==> src/hdl/udh_defs.svh <==
// Offsets, field positions, reset values and timing counts for the DMA handshake block.
`ifndef UDH_DEFS_SVH
`define UDH_DEFS_SVH
// ----------------------------------------------------------------
// Register offsets
// ----------------------------------------------------------------
`define UDH_PINCFG_OFF 8'h0E
`define UDH_CFG0_OFF 8'h10
`define UDH_CFG1_OFF 8'h12
// ----------------------------------------------------------------
// Field positions
// ----------------------------------------------------------------
`define UDH_DRV_BIT 15
`define UDH_IRQPOL_BIT 0
`define UDH_REQPOL_BIT 14
`define UDH_BURST_BIT 13
`define UDH_ACKPOL_BIT 10
`define UDH_FORM_HI 9
`define UDH_FORM_LO 7
`define UDH_ENDPOL_BIT 6
`define UDH_TRANSFER_END_PACKET_MODE_BIT 5
`define UDH_ENDEN_BIT 4
`define UDH_GATEDIS_BIT 2
// ----------------------------------------------------------------
// Reset values and writable masks
// ----------------------------------------------------------------
`define UDH_CFG_RESET 16'h0000
`define UDH_PINCFG_RESET 16'h0000
`define UDH_CFG_WMASK 16'h67F4
`define UDH_PINCFG_WMASK 16'h8001
// ----------------------------------------------------------------
// Access signal codes
// ----------------------------------------------------------------
`define UDH_FORM_ADDR 3'h0
`define UDH_FORM_ACKSTB 3'h2
`define UDH_FORM_ACKONLY 3'h3
`define UDH_FORM_SPLIT 3'h4
// ----------------------------------------------------------------
// Host timing counts in clock cycles
// ----------------------------------------------------------------
`define UDH_ACK_HOLD 4'h8
`define UDH_ACK_GAP 4'h8
`endif

==> src/hdl/udh_pkg.sv <==
// Types shared by both ends of the DMA handshake link.
package udh_pkg;
  typedef logic [15:0] udh_reg_t;
  typedef logic [2:0] udh_pipe_t;
  typedef enum logic [1:0] {
    UDH_IDLE,
    UDH_ACK,
    UDH_GAP
  } udh_host_state_t;
endpackage

==> src/hdl/udh_link_if.sv <==
// Pin-level link between the controller end and the external DMA controller end.
`timescale 1ns/1ps
`default_nettype none
interface udh_link_if;
  logic [1:0] dma_request_out;
  logic [1:0] dma_acknowledge_in;
  logic [1:0] end_o;
  logic [1:0] end_oe;
  logic [1:0] dma_transfer_end;
  logic [1:0][7:0] data_o;
  logic [1:0] data_oe;
  logic [1:0][7:0] split_data_bus;
  // Undriven pins read high, as an external pull-up would leave them.
  assign dma_transfer_end = (end_o & end_oe) | ~end_oe;
  assign split_data_bus[0] = data_oe[0] ? data_o[0] : 8'hFF;
  assign split_data_bus[1] = data_oe[1] ? data_o[1] : 8'hFF;
  modport dev (
    output dma_request_out,
    input dma_acknowledge_in,
    output end_o,
    output end_oe,
    output data_o,
    output data_oe
  );
  modport host (
    input dma_request_out,
    output dma_acknowledge_in,
    input dma_transfer_end,
    input split_data_bus
  );
endinterface
`default_nettype wire

==> src/hdl/udh_dev.sv <==
// Controller end of the DMA handshake: configuration registers, request, acknowledge, end and FIFO.
//
// Contract
// Software sets drive strength once after reset.
// Interrupt output follows selected polarity.
// Request pin polarity from bit 14.
// Bit 13 picks cycle-steal or burst.
// Cycle-steal drops request after each access.
// Burst drops request on final buffer word.
// Software keeps burst bit fixed during transfers.
// Acknowledge input polarity from bit 10.
// Bits 9-7 choose the access signal set.
// Transfer-end pin polarity from bit 6.
// Packet mode 0: short, count-done, empty ZLP.
// Packet mode 1: end per full buffer.
// Bit 4 enables the transfer-end pin.
// Bit 2 set disables output-bus gating.
// Ready buffer plus enable raises the request.
// Handshake applies only to the selected pipe.
// Software changes polarities only with pipe zero.
// Two independent channel configuration registers.
// Software writes zero to unassigned bits.
// Gating off drives pins only during acknowledge.
// Request returns while buffer stays ready.
`timescale 1ns/1ps
`default_nettype none
`include "udh_defs.svh"

module udh_fifo #(
  parameter int WIDTH = 10,
  parameter int DEPTH = 4
) (
  input wire logic clk_in,
  input wire logic reset_n_in,
  input wire logic ce_in,
  input wire logic [WIDTH-1:0] in_data_in,
  input wire logic in_valid_in,
  output logic in_ready_out,
  output logic [WIDTH-1:0] out_data_out,
  output logic out_valid_out,
  input wire logic out_ready_in
);
  localparam int AW = $clog2(DEPTH);
  logic [WIDTH-1:0] mem_q [DEPTH];
  logic [AW-1:0] wr_q;
  logic [AW-1:0] rd_q;
  logic [AW:0] count_q;
  logic push;
  logic pop;
  logic [AW:0] count_d;
  logic ready_q;
  assign count_d = count_q + (AW+1)'(push) - (AW+1)'(pop);
  assign in_ready_out = ready_q;
  assign out_valid_out = (count_q != '0);
  assign out_data_out = mem_q[rd_q];
  assign push = ce_in & in_valid_in & in_ready_out;
  assign pop = ce_in & out_ready_in & out_valid_out;
  always_ff @(posedge clk_in) begin
    if (push) begin
      mem_q[wr_q] <= in_data_in;
    end
  end
  always_ff @(posedge clk_in or negedge reset_n_in) begin
    if (!reset_n_in) begin
      wr_q <= '0;
      rd_q <= '0;
      count_q <= '0;
      ready_q <= 1'b1;
    end else begin
      if (push) begin
        wr_q <= (wr_q == AW'(DEPTH - 1)) ? '0 : wr_q + 1'b1;
      end
      if (pop) begin
        rd_q <= (rd_q == AW'(DEPTH - 1)) ? '0 : rd_q + 1'b1;
      end
      count_q <= count_d;
      ready_q <= (count_d != (AW+1)'(DEPTH));
    end
  end
endmodule

module udh_dev #(
  parameter int DATA_W = 8,
  parameter int FIFO_DEPTH = 4,
  parameter int CNT_W = 12
) (
  input wire logic clk_in,
  input wire logic reset_n_in,
  input wire logic ce_in,
  udh_link_if.dev link,
  input wire logic [7:0] cpu_addr_in,
  input wire logic [15:0] cpu_wdata_in,
  input wire logic cpu_wr_in,
  input wire logic cpu_rd_in,
  output logic [15:0] cpu_rdata_out,
  input wire logic irq_event_in,
  output logic irq_out,
  output logic output_drive_select_out,
  input wire udh_pkg::udh_pipe_t [1:0] selected_pipe_field_in,
  input wire logic [1:0] buffer_ready_state_in,
  input wire logic [1:0] request_enable_in,
  input wire logic [1:0][CNT_W-1:0] buf_size_in,
  input wire logic [1:0][DATA_W-1:0] buf_data_in,
  input wire logic [1:0] buf_last_in,
  input wire logic [1:0] buf_end_in,
  input wire logic [1:0] buf_valid_in,
  output logic [1:0] buf_ready_out,
  input wire logic [1:0] zlp_empty_in
);
  import udh_pkg::*;
  localparam int FW = DATA_W + 2;

  // ----------------------------------------------------------------
  // Register file
  // ----------------------------------------------------------------
  udh_reg_t pincfg_q;
  udh_reg_t cfg_q [2];
  logic sel_pincfg;
  logic sel_cfg0;
  logic sel_cfg1;
  udh_reg_t rd_mux;
  assign sel_pincfg = (cpu_addr_in == `UDH_PINCFG_OFF);
  assign sel_cfg0 = (cpu_addr_in == `UDH_CFG0_OFF);
  assign sel_cfg1 = (cpu_addr_in == `UDH_CFG1_OFF);
  assign rd_mux = sel_pincfg ? pincfg_q :
                  sel_cfg0 ? cfg_q[0] :
                  sel_cfg1 ? cfg_q[1] : 16'h0000;

  // Unassigned bits are masked so they always read back as zero.
  always_ff @(posedge clk_in or negedge reset_n_in) begin
    if (!reset_n_in) begin
      pincfg_q <= `UDH_PINCFG_RESET;
      cfg_q[0] <= `UDH_CFG_RESET;
      cfg_q[1] <= `UDH_CFG_RESET;
      cpu_rdata_out <= 16'h0000;
    end else if (ce_in) begin
      if (cpu_wr_in && sel_pincfg) begin
        pincfg_q <= cpu_wdata_in & `UDH_PINCFG_WMASK;
      end
      if (cpu_wr_in && sel_cfg0) begin
        cfg_q[0] <= cpu_wdata_in & `UDH_CFG_WMASK;
      end
      if (cpu_wr_in && sel_cfg1) begin
        cfg_q[1] <= cpu_wdata_in & `UDH_CFG_WMASK;
      end
      if (cpu_rd_in) begin
        cpu_rdata_out <= rd_mux;
      end
    end
  end

  // ----------------------------------------------------------------
  // Interrupt pin and drive select
  // ----------------------------------------------------------------
  always_ff @(posedge clk_in or negedge reset_n_in) begin
    if (!reset_n_in) begin
      irq_out <= 1'b1;
      output_drive_select_out <= 1'b0;
    end else if (ce_in) begin
      irq_out <= irq_event_in ^ ~pincfg_q[`UDH_IRQPOL_BIT];
      output_drive_select_out <= pincfg_q[`UDH_DRV_BIT];
    end
  end

  // ----------------------------------------------------------------
  // Per-channel handshake
  // ----------------------------------------------------------------
  for (genvar g = 0; g < 2; g++) begin : g_ch
    udh_reg_t cfg;
    logic ack_s1_q;
    logic ack_s2_q;
    logic ack_prev_q;
    logic ack_act;
    logic access;
    logic sel_ok;
    logic [FW-1:0] f_data;
    logic f_valid;
    logic f_ready;
    logic f_last;
    logic f_end;
    logic want;
    logic burst;
    logic req_q;
    logic req_d;
    logic [CNT_W-1:0] cnt_q;
    logic [CNT_W-1:0] cnt_inc;
    logic full_buf;
    logic end_evt;
    logic end_act_q;
    logic [2:0] form;
    logic form_ok;
    logic gate_ok;
    logic req_pin_q;
    logic end_o_q;
    logic end_oe_q;
    logic [DATA_W-1:0] data_q;
    logic data_oe_q;

    assign cfg = cfg_q[g];
    assign burst = cfg[`UDH_BURST_BIT];
    assign form = cfg[`UDH_FORM_HI:`UDH_FORM_LO];
    assign ack_act = ack_s2_q ^ ~cfg[`UDH_ACKPOL_BIT];
    assign access = ack_act & ~ack_prev_q & sel_ok & form_ok;
    assign sel_ok = (selected_pipe_field_in[g] != 3'h0);
    assign form_ok = (form == `UDH_FORM_ADDR) | (form == `UDH_FORM_ACKSTB) |
                     (form == `UDH_FORM_ACKONLY) | (form == `UDH_FORM_SPLIT);
    assign f_ready = access;
    assign f_last = f_data[DATA_W];
    assign f_end = f_data[DATA_W+1];
    assign want = sel_ok & form_ok & buffer_ready_state_in[g] & request_enable_in[g] & f_valid;
    assign cnt_inc = cnt_q + 1'b1;
    assign full_buf = (cnt_inc == buf_size_in[g]);
    assign end_evt = cfg[`UDH_TRANSFER_END_PACKET_MODE_BIT] ? (access & full_buf) :
                     ((access & f_end) | (zlp_empty_in[g] & ~f_valid & sel_ok));
    // With gating disabled the split pins only drive during acknowledge.
    assign gate_ok = cfg[`UDH_GATEDIS_BIT] ? ack_act : 1'b1;

    // A cycle-steal access always drops the request; a burst keeps it up until
    // the buffer's final word, then the request follows buffer readiness again.
    always_comb begin
      req_d = req_q;
      if (access) begin
        req_d = burst & ~f_last & want;
      end else if (!ack_act) begin
        req_d = want;
      end
    end

    udh_fifo #(
      .WIDTH(FW),
      .DEPTH(FIFO_DEPTH)
    ) u_fifo (
      .clk_in(clk_in),
      .reset_n_in(reset_n_in),
      .ce_in(ce_in),
      .in_data_in({buf_end_in[g], buf_last_in[g], buf_data_in[g]}),
      .in_valid_in(buf_valid_in[g]),
      .in_ready_out(buf_ready_out[g]),
      .out_data_out(f_data),
      .out_valid_out(f_valid),
      .out_ready_in(f_ready)
    );

    always_ff @(posedge clk_in or negedge reset_n_in) begin
      if (!reset_n_in) begin
        ack_s1_q <= 1'b1;
        ack_s2_q <= 1'b1;
        ack_prev_q <= 1'b0;
        req_q <= 1'b0;
        cnt_q <= '0;
        end_act_q <= 1'b0;
      end else if (ce_in) begin
        ack_s1_q <= link.dma_acknowledge_in[g];
        ack_s2_q <= ack_s1_q;
        ack_prev_q <= ack_act;
        req_q <= req_d;
        if (access) begin
          cnt_q <= full_buf ? '0 : cnt_inc;
        end
        end_act_q <= end_evt | (end_act_q & ack_act);
      end
    end

    // Pin registers: the request reflects the new state in the same edge.
    always_ff @(posedge clk_in or negedge reset_n_in) begin
      if (!reset_n_in) begin
        req_pin_q <= 1'b1;
        end_o_q <= 1'b1;
        end_oe_q <= 1'b0;
        data_q <= '0;
        data_oe_q <= 1'b0;
      end else if (ce_in) begin
        req_pin_q <= req_d ^ ~cfg[`UDH_REQPOL_BIT];
        end_o_q <= (end_evt | (end_act_q & ack_act)) ^ ~cfg[`UDH_ENDPOL_BIT];
        end_oe_q <= cfg[`UDH_ENDEN_BIT] & gate_ok & sel_ok;
        if (access) begin
          data_q <= f_data[DATA_W-1:0];
        end
        data_oe_q <= sel_ok & ((form == `UDH_FORM_SPLIT) ? gate_ok :
                     (form_ok & ack_act));
      end
    end

    assign link.dma_request_out[g] = req_pin_q;
    assign link.end_o[g] = end_o_q;
    assign link.end_oe[g] = end_oe_q;
    assign link.data_o[g] = data_q;
    assign link.data_oe[g] = data_oe_q;
  end
endmodule
`default_nettype wire

==> src/flat_wrapper.sv <==
// flat-port wrapper written by rule: the top's interface ports become plain ports
module udh_dev_flat import udh_pkg::*;
#(
  parameter int DATA_W = 8,
  parameter int FIFO_DEPTH = 4,
  parameter int CNT_W = 12
)
  (clk_in, reset_n_in, ce_in, cpu_addr_in, cpu_wdata_in, cpu_wr_in, cpu_rd_in, cpu_rdata_out, irq_event_in, irq_out, output_drive_select_out, selected_pipe_field_in, buffer_ready_state_in, request_enable_in, buf_size_in, buf_data_in, buf_last_in, buf_end_in, buf_valid_in, buf_ready_out, zlp_empty_in, link_dma_request_out, link_dma_acknowledge_in, link_end_o, link_end_oe, link_data_o, link_data_oe);
  udh_link_if link_i ();
  input wire logic clk_in;
  input wire logic reset_n_in;
  input wire logic ce_in;
  input wire logic [7:0] cpu_addr_in;
  input wire logic [15:0] cpu_wdata_in;
  input wire logic cpu_wr_in;
  input wire logic cpu_rd_in;
  output logic [15:0] cpu_rdata_out;
  input wire logic irq_event_in;
  output logic irq_out;
  output logic output_drive_select_out;
  input wire udh_pkg::udh_pipe_t [1:0] selected_pipe_field_in;
  input wire logic [1:0] buffer_ready_state_in;
  input wire logic [1:0] request_enable_in;
  input wire logic [1:0][CNT_W-1:0] buf_size_in;
  input wire logic [1:0][DATA_W-1:0] buf_data_in;
  input wire logic [1:0] buf_last_in;
  input wire logic [1:0] buf_end_in;
  input wire logic [1:0] buf_valid_in;
  output logic [1:0] buf_ready_out;
  input wire logic [1:0] zlp_empty_in;
  output wire logic [$bits(link_i.dma_request_out)-1:0] link_dma_request_out;
  input wire logic [$bits(link_i.dma_acknowledge_in)-1:0] link_dma_acknowledge_in;
  output wire logic [$bits(link_i.end_o)-1:0] link_end_o;
  output wire logic [$bits(link_i.end_oe)-1:0] link_end_oe;
  output wire logic [$bits(link_i.data_o)-1:0] link_data_o;
  output wire logic [$bits(link_i.data_oe)-1:0] link_data_oe;
  assign link_dma_request_out = link_i.dma_request_out;
  assign link_i.dma_acknowledge_in = link_dma_acknowledge_in;
  assign link_end_o = link_i.end_o;
  assign link_end_oe = link_i.end_oe;
  assign link_data_o = {>>{link_i.data_o}};
  assign link_data_oe = {>>{link_i.data_oe}};
  udh_dev #(.DATA_W(DATA_W), .FIFO_DEPTH(FIFO_DEPTH), .CNT_W(CNT_W)) u_core (.clk_in(clk_in), .reset_n_in(reset_n_in), .ce_in(ce_in), .link(link_i), .cpu_addr_in(cpu_addr_in), .cpu_wdata_in(cpu_wdata_in), .cpu_wr_in(cpu_wr_in), .cpu_rd_in(cpu_rd_in), .cpu_rdata_out(cpu_rdata_out), .irq_event_in(irq_event_in), .irq_out(irq_out), .output_drive_select_out(output_drive_select_out), .selected_pipe_field_in(selected_pipe_field_in), .buffer_ready_state_in(buffer_ready_state_in), .request_enable_in(request_enable_in), .buf_size_in(buf_size_in), .buf_data_in(buf_data_in), .buf_last_in(buf_last_in), .buf_end_in(buf_end_in), .buf_valid_in(buf_valid_in), .buf_ready_out(buf_ready_out), .zlp_empty_in(zlp_empty_in));
endmodule
==> config.mk <==
export PLATFORM = sky130hd
export DESIGN_NAME = udh_dev_flat
export DESIGN_NICKNAME = d
export VERILOG_FILES = /design/src/hdl/udh_pkg.sv /design/src/hdl/udh_link_if.sv /design/src/hdl/udh_dev.sv /design/src/flat_wrapper.sv
export VERILOG_INCLUDE_DIRS = /design/src /design/src/hdl
export SDC_FILE = /design/constraint.sdc
export NUM_CORES = 1
export LEC_CHECK = 0
export ABC_CLOCK_PERIOD_IN_PS = 3300
export BUFFER_PORTS_ARGS = -buffer_cell sky130_fd_sc_hd__clkbuf_2
export CORE_UTILIZATION = 57
export DETAILED_ROUTE_END_ITERATION = 12
export GPL_ROUTABILITY_DRIVEN = 1
export GPL_TIMING_DRIVEN = 0
export PLACE_DENSITY_LB_ADDON = 0.05
export SLEW_MARGIN = 40
export SYNTH_ARGS = -nofsm -noshare
export SYNTH_HDL_FRONTEND = slang
export SYNTH_SLANG_ARGS = --single-unit
==> constraint.sdc <==
create_clock -name clk_in -period 3.3 [get_ports clk_in]
set_input_delay 0.33 -clock clk_in [delete_from_list [all_inputs] [get_ports clk_in]]
set_output_delay 0.33 -clock clk_in [all_outputs]
set_load 0.005 [all_outputs]
==> metrics.csv, run 1 <==
stage;metric;value;unit
finish;Finished Layout Cells;1089;
floorplan;Top Ports;134;
setup_path;slowest stage cell, crit path;dfstp_2;
synthesis;FF+latch count, synth;190;
floorplan;Die X;128.0;um
clock_tree;maximum clock path buffer count;2;
timing;Min Clock Period, post-route;3.071;ns
setup_path;register-to-register setup slack;0.23;ns
place;Placer Congestion;0.9115;
finish;Area growth, synth to finish;16.96;%
finish;final instance area;10590;um2
clock_tree;clk slew on worst S/H paths;0.07;ns
synthesis;Yosys warnings;0;
timing;Tcrit/Tclk final;93.07;%
floorplan;Core ar.;15370;um2
clock_tree;clock latency on the worst-skew pair;0.43;ns
global_routing;GRT Total Usage;25.32;%
global_routing;first-pass GRT wire length;31190;um
floorplan;Initial Util;58.88;%
floorplan;die area;16390;um2
clock_tree;Num CTS Buffers;17;
setup_path;Worst Path Arrival;3.43;ns
min_path;Hold Startpoint;buf_data_in[8];
global_routing;pin count of the biggest net entering global routing;70;
setup_path;max incr delay on CP;0.57;ns
route;via count;6268;
job;max-cap violations;0;
synthesis;Top FF cell, synth;dfrtp_1;
route;Post-route DRC;0;
global_routing;initial antenna violation count;0;
min_path;min-delay worst type;input pin to register;
setup_path;Setup crit start kind;register;
timing;Fin Clk Skew;0.01181;ns
synthesis;post-synthesis sequential area ratio;57.11;%
synthesis;ys async rst share;57.89;%
setup_path;endpoint class of the critical path;register;
pwr;PD cells;650.2;nW/um2
route;final WL;19430;um
clock_tree;H-tree Lvls;4;
timing;Pins Over Slew Limit;0;
finish;layout cells sized above 1;31.66;%
synthesis;Distinct cells, synth;69;
timing;max frequency;325.6;MHz
setup_path;Buf+Inv Stages, Crit Path;3;
place;DP Wirelength;13840;um
global_routing;grt ovf;0;
run_status;run status;completed;
timing;RSZ-0062 raised after global routing;yes;
route;WL per Instance;17.84;um
setup_path;critical path cell sequence;xor2_1 > nor4_2 > and2_1 > buf_2 > nand2_1 > inv_1 > ha_1 > inv_1 > ha_1 > fa_1 > xnor2_1 > xnor2_1 > nand2_1;
place;port bufs;124;
synthesis;Syn Area/Cell;12.60;um2
setup_path;data required time at the worst endpoint;3.66;ns
finish;commonest cells after routing, fill and taps aside;clkbuf_2 (126), dfrtp_1 (99), nand2_1 (94);
route;post-route ant nets;0;
pwr;Leak Pwr;4.420;nW
place;Placed Cells;1057;
synthesis;Mapped Cells;718;
global_routing;vias in the first global route;6192;
route;Via density;5.756;
timing;final setup fails;0;
setup_path;Crit Path Max Fanout;10;
pwr;Peak supply drop;0.0004196;V
floorplan;Die Span Y;128.0;um
timing;Slew @ Worst Pin;0.8262;ns
clock_tree;CTS tree;done;
synthesis;number of synthesized flops with an enable pin;80;
finish;ANT cells;0;
finish;nets;973;
place;Cell Area, Placed;9988;um2
setup_path;Worst R2R Start;u_core.g_ch[0].ack_s2_q;
synthesis;mapped cell area;9050;um2
setup_path;crit path kind;register to register;
route;Iteration-0 DRC Markers;498;
clock_tree;clock sink count;190;
timing;slew margin rel.;44.92;%
timing;hold slack final;0.1101;ns
setup_path;Critical Path Start;u_core.g_ch[0].ack_s2_q;
clock_tree;clock root buffer;clkbuf_16;
floorplan;cell row count;45;
setup_path;CP delay by family, top;simple AND/OR/NAND/NOR gates;
route;drt first pass iters;8;
timing;final hold vios;0;
finish;most common cell after layout, fill and taps aside;clkbuf_2;
-- final cells by class --
class                   instances  area (um2)
repair buffers                126       666.9
flip-flops and latches        190        5169
clock inverters                12       120.1
well taps                     211       264.0
fillers                      1154        4786
multi-input cells             460        3570
clock buffers                  20       456.7
plain buffers                  46       249.0
inverters                      24       90.09
-- final timing paths --
check	endpoint	cells after the start
setup / recovery	u_core.g_ch[0].u_fifo.in_ready_out	13
hold / removal	u_core.g_ch[1].u_fifo.mem_q[3][0]	1
setup reg to reg	u_core.g_ch[0].u_fifo.in_ready_out	13
hold reg to reg	u_core.g_ch[1].req_pin_q	1
max in group asynchronous	u_core.g_ch[0].end_o_q	3
min in group asynchronous	u_core.g_ch[1].cnt_q[7]	2
-- metal layers --
| layer | GRT usage [%] | up-vias | part of all wire [%] |
|---|---|---|---|
| li1 | - | 2953 | - |
| met2 | 40.70 | 211 | 48 |
| met3 | 4.341 | 25 | 4.5 |
| met5 | 0 | - | 0 |
| met1 | 34.79 | 3079 | 45 |
| met4 | 9.619 | 0 | 1.8 |
-- through the flow --
stage                     setup WS, ns   TNS [ns]  total power (W)  utilization [%]
after detailed placement       0.05239          0         0.004942            64.98
after global routing         -0.001807  -0.001807         0.007248            68.86
after CTS                      0.07747          0         0.006935            68.80
after global placement          0.1494          0         0.004826            64.70
final                           0.2287          0         0.006882            68.86
after floorplan                 0.5755          0         0.004328                -
-- where the power goes --
part / total [W] / switching (W) / internal (W)
Clock: 0.00199 / 0.000943 / 0.00104
Combinational: 0.00174 / 0.000914 / 0.000824
Sequential: 0.00316 / 0.000272 / 0.00289
Total: 0.00688 / 0.00213 / 0.00475
-- synthesized netlist by cell type, types with 3 or more instances --
cell,number,area (um2)
o221ai_2,6,90.09
or2_2,4,25.02
nand2b_1,3,18.77
buf_4,14,105.1
mux2_2,37,416.7
nor2_1,18,67.56
nor4_1,4,25.02
mux4_2,20,450.4
o21a_1,6,45.04
xnor2_1,29,254.0
edfxtp_1,80,2402
inv_1,24,90.09
dfstp_2,11,289.0
mux2i_1,19,190.2
nand3_1,22,110.1
buf_2,10,50.05
o21ai_1,8,40.04
a21oi_1,6,30.03
o211ai_1,4,30.03
a21o_1,3,22.52
dfrtp_1,99,2477
and3_1,5,31.28
nand2_1,94,352.8
o41ai_1,10,87.58
ha_1,16,200.2
or3_1,7,43.79
o311ai_0,9,78.83
o31ai_1,14,105.1
nor3b_1,3,22.52
o21ai_0,28,140.1
xor2_1,9,78.83
nand4_1,4,25.02
and2_1,11,68.82
a21boi_0,3,22.52
clkbuf_1,19,71.32
nor3_1,17,85.08
-- state kept, by name (all words and copies together) (netlist names), 4 cells and up --
| name | cells |
|---|---|
| u_core.g_ch.cfg | 20 |
| u_core.g_ch.data_q | 16 |
| u_core.g_ch.u_fifo.mem_q | 80 |
| u_core.g_ch.u_fifo.rd_q | 4 |
| u_core.g_ch.u_fifo.count_q | 6 |
| u_core.cpu_rdata_out | 12 |
| u_core.g_ch.u_fifo.wr_q | 4 |
| u_core.g_ch.cnt_q | 24 |
-- cell families (layout without fill, tap and decap cells) --
group	after synthesis	after routing	share of synthesized area [%]
xor+xnor	38	38	3.678
other cells	1	4	0.04144
simple gates	212	212	11.90
mux	76	76	11.68
flops	190	190	57.11
buf+inv	71	228	3.761
fa+ha+maj	18	18	2.654
compound gates	112	112	9.166
-- what timing repair did --
action | in CTS | in global routing
endpoints found under the setup margin | 0 | 4
gates resized for setup | 0 | 1
endpoints found under the hold margin | 36 | 0
hold buffers | 1 | 0
buffers inserted | 0 | 0
No activity file was read; power rests on OpenSTA's default activity.
==> inputs of run 2 (changes only) <==
--- a/config.mk
+++ b/config.mk
@@ -9,6 +9,7 @@
 export ABC_CLOCK_PERIOD_IN_PS = 3300
 export BUFFER_PORTS_ARGS = -buffer_cell sky130_fd_sc_hd__clkbuf_2
 export CORE_UTILIZATION = 57
+export CTS_BUF_LIST = sky130_fd_sc_hd__clkbuf_16
 export DETAILED_ROUTE_END_ITERATION = 12
 export GPL_ROUTABILITY_DRIVEN = 1
 export GPL_TIMING_DRIVEN = 0
==> constraint.sdc (replaced) <==
create_clock -name clk_in -period 3.3 [get_ports clk_in]
set_input_delay 0.165 -clock clk_in [delete_from_list [all_inputs] [get_ports clk_in]]
set_output_delay 0.165 -clock clk_in [all_outputs]
set_load 0.005 [all_outputs]
==> run 2 against run 1 <==
Compared with the run above: global-route usage rose by 0.23 points; cell count grew 2.9%; routed wire length increased by 0.84%; clock-buffer cell count is 3 lower; combinational power is essentially flat; clock skew hardly changed; critical path type unchanged; highest routed layer unchanged.
==> metrics.csv, run 2 (same netlist as run 1, synthesis figures left out) <==
stage;metric;value;unit;change
run_status;run status;completed;;
finish;ANT cells;0;;unchanged
timing;slew margin rel.;44.39;%;-0.53 points
floorplan;Top Ports;134;;unchanged
place;Placer Congestion;0.9115;;unchanged
route;via count;6350;;+1.3%
setup_path;critical path cell sequence;xor2_1 > nor4_2 > and2_1 > buf_2 > nand2_1 > inv_1 > ha_1 > inv_1 > ha_1 > fa_1 > xnor2_1 > xnor2_1 > nand2_1;;
timing;hold slack final;0.01660;ns;-0.09345 ns
clock_tree;CTS tree;done;;
pwr;Peak supply drop;0.0004755;V;+13%
pwr;switching share of total power;31.05;%;+0.12 points
pwr;clock share of power;28.3;%;-0.6 points
floorplan;cell row count;45;;unchanged
timing;Fin Clk Skew;0.01155;ns;-0.0002640 ns
clock_tree;clock root buffer;clkbuf_16;;
route;Via density;5.665;;-1.6%
clock_tree;clock latency on the worst-skew pair;0.43;ns;about the same
global_routing;vias in the first global route;6300;;+1.7%
timing;final hold vios;0;;unchanged
pwr;Leak Pwr;4.552;nW;+3.0%
finish;layout cells sized above 1;30.55;%;-1.1 points
finish;fillers;1127;;-2.3%
setup_path;register-to-register setup slack;0.23;ns;about the same
pwr;PD cells;630.1;nW/um2;-3.1%
global_routing;GRT Total Usage;25.55;%;+0.23 points
global_routing;first-pass GRT wire length;31520;um;+1.0%
place;dpl ws;0.07815;ns;+0.02576 ns
setup_path;Setup crit start kind;register;;
setup_path;Worst R2R Start;u_core.g_ch[0].ack_s2_q;;
timing;Setup WS post-layout;0.2322;ns;+0.003581 ns
setup_path;Critical Path Start;u_core.g_ch[0].ack_s2_q;;
route;Post-route DRC;0;;unchanged
setup_path;crit path kind;register to register;;
route;post-route ant nets;0;;unchanged
finish;Finished Layout Cells;1121;;+2.9%
pwr;NetSw;0.002130;W;about the same
finish;Storage cell area;5169;um2;unchanged
pwr;internal power;0.004729;W;-0.51%
setup_path;endpoint class of the critical path;register;;
timing;Slew @ Worst Pin;0.8342;ns;+0.007976 ns
place;Placed Cells;1057;;unchanged
route;Iteration-0 DRC Markers;511;;+2.6%
min_path;min-delay worst type;input pin to register;;
clock_tree;post-CTS setup buffer count;0;;unchanged
clock_tree;H-tree Lvls;4;;unchanged
place;port bufs;124;;unchanged
finish;most common cell after layout, fill and taps aside;clkbuf_2;;
finish;Biggest register;u_core.g_ch.u_fifo.mem_q;;
setup_path;data required time at the worst endpoint;3.66;ns;about the same
finish;commonest cells after routing, fill and taps aside;clkbuf_2 (126), dfrtp_1 (99), nand2_1 (94);;
route;WL per Instance;17.48;um;-2.0%
clock_tree;clock sink count;190;;unchanged
clock_tree;clk slew on worst S/H paths;0.07;ns;about the same
finish;nets;1005;;+3.3%
timing;Min Clock Period, post-route;3.068;ns;-0.003581 ns
global_routing;pin count of the biggest net entering global routing;70;;unchanged
min_path;Hold Startpoint;cpu_wdata_in[15];;
setup_path;slowest stage cell, crit path;dfstp_2;;
global_routing;initial antenna violation count;0;;unchanged
finish;max reg flops;80;;unchanged
place;DP Wirelength;13840;um;unchanged
setup_path;Buf+Inv Stages, Crit Path;3;;unchanged
route;drt first pass iters;5;;-3
floorplan;Die Span Y;128.0;um;unchanged
floorplan;Core ar.;15370;um2;unchanged
job;max-cap violations;0;;unchanged
clock_tree;maximum clock path buffer count;2;;unchanged
clock_tree;Num CTS Buffers;17;;unchanged
timing;max frequency;326.0;MHz;+0.12%
timing;final setup fails;0;;unchanged
finish;area of the multi-input gates;3570;um2;unchanged
floorplan;Die X;128.0;um;unchanged
setup_path;Worst Path Arrival;3.43;ns;about the same
floorplan;die area;16390;um2;unchanged
setup_path;max incr delay on CP;0.57;ns;about the same
route;final WL;19590;um;+0.84%
setup_path;CP delay by family, top;simple AND/OR/NAND/NOR gates;;
timing;Tcrit/Tclk final;92.96;%;-0.11 points
pwr;total chip power;0.006859;W;-0.34%
pwr;Logic pwr share;25.7;%;+0.5 points
global_routing;grt ovf;0;;unchanged
pwr;Reg power frac;46.0;%;about the same
floorplan;Initial Util;58.88;%;unchanged
timing;RSZ-0062 raised after global routing;yes;;
finish;Area growth, synth to finish;20.28;%;
timing;Pins Over Slew Limit;0;;unchanged
setup_path;Crit Path Max Fanout;10;;unchanged
run 2: changes by cell type in the layout (fill, tap and decap cells not counted):
| cell | delta |
|---|---|
| inv_1 | +1 |
| inv_2 | +2 |
| dlygate4sd3_1 | +32 |
| clkbuf_8 | -2 |
| clkbuf_1 | -1 |
run 2: power by group through the flow:
stage	registers, W	clock network [W]	logic (W)
floorplan	0.00314	0	0.00119
global placement	0.00317	0	0.00165
detailed placement	0.00320	0	0.00174
CTS	0.00316	0.00198	0.00178
global route	0.00320	0.00205	0.00197
finish	0.00316	0.00194	0.00176
run 2: through the flow:
| step | area [um2] | setup TNS, ns | util, % |
|---|---|---|---|
| floorplan | 9061 | 0 | - |
| global placement | 9946 | 0 | 64.70 |
| detailed placement | 9988 | 0 | 64.98 |
| CTS | 10880 | 0 | 70.75 |
| global route | 10890 | -0.001805 | 70.82 |
| finish | 10890 | 0 | 70.82 |
run 2: path summary, 6_finish.rpt:
check | endpoint | depth (start not counted)
hold reg to reg | u_core.g_ch[1].req_pin_q | 1
min in group asynchronous | u_core.g_ch[1].cnt_q[7] | 2
setup reg to reg | u_core.g_ch[0].u_fifo.in_ready_out | 13
hold / removal | u_core.pincfg_q[15] | 2
setup / recovery | u_core.g_ch[0].u_fifo.in_ready_out | 13
max in group asynchronous | u_core.g_ch[0].end_o_q | 3
run 2: worst reg2reg max path, delay by kind of cell (launching register included):
family,cells,cell delay (ns)
XOR/XNOR,3,0.49
adder cells (fa/ha/maj),3,0.68
buffers and inverters,3,0.37
flip-flops,1,0.57
AND/OR/NAND/NOR,4,0.88
run 2: cell type report:
class	count	share of cell area, %
Sequential cell	190	47.48
Multi-Input combinational cell	460	32.79
Timing Repair Buffer	158	9.069
Clock buffer	17	3.908
Tap cell	211	2.425
Buffer	46	2.287
Clock inverter	15	1.207
Inverter	24	0.8276
run 2: timing repair:
item,CTS,global route
hold endpoints to repair,141,0
endpoints found under the setup margin,0,4
hold buffers,33,0
gates resized for setup,0,1
run 2: layer usage:
metal / up-vias / wire length [um] / GRT usage, % / share of wire, %
li1: 3007 / - / - / -
met1: 3141 / 8855 / 34.93 / 45
met2: 181 / 9617 / 41.59 / 49
met3: 21 / 837 / 4.257 / 4.3
met4: 0 / 282 / 9.204 / 1.4
met5: - / 0 / 0 / 0
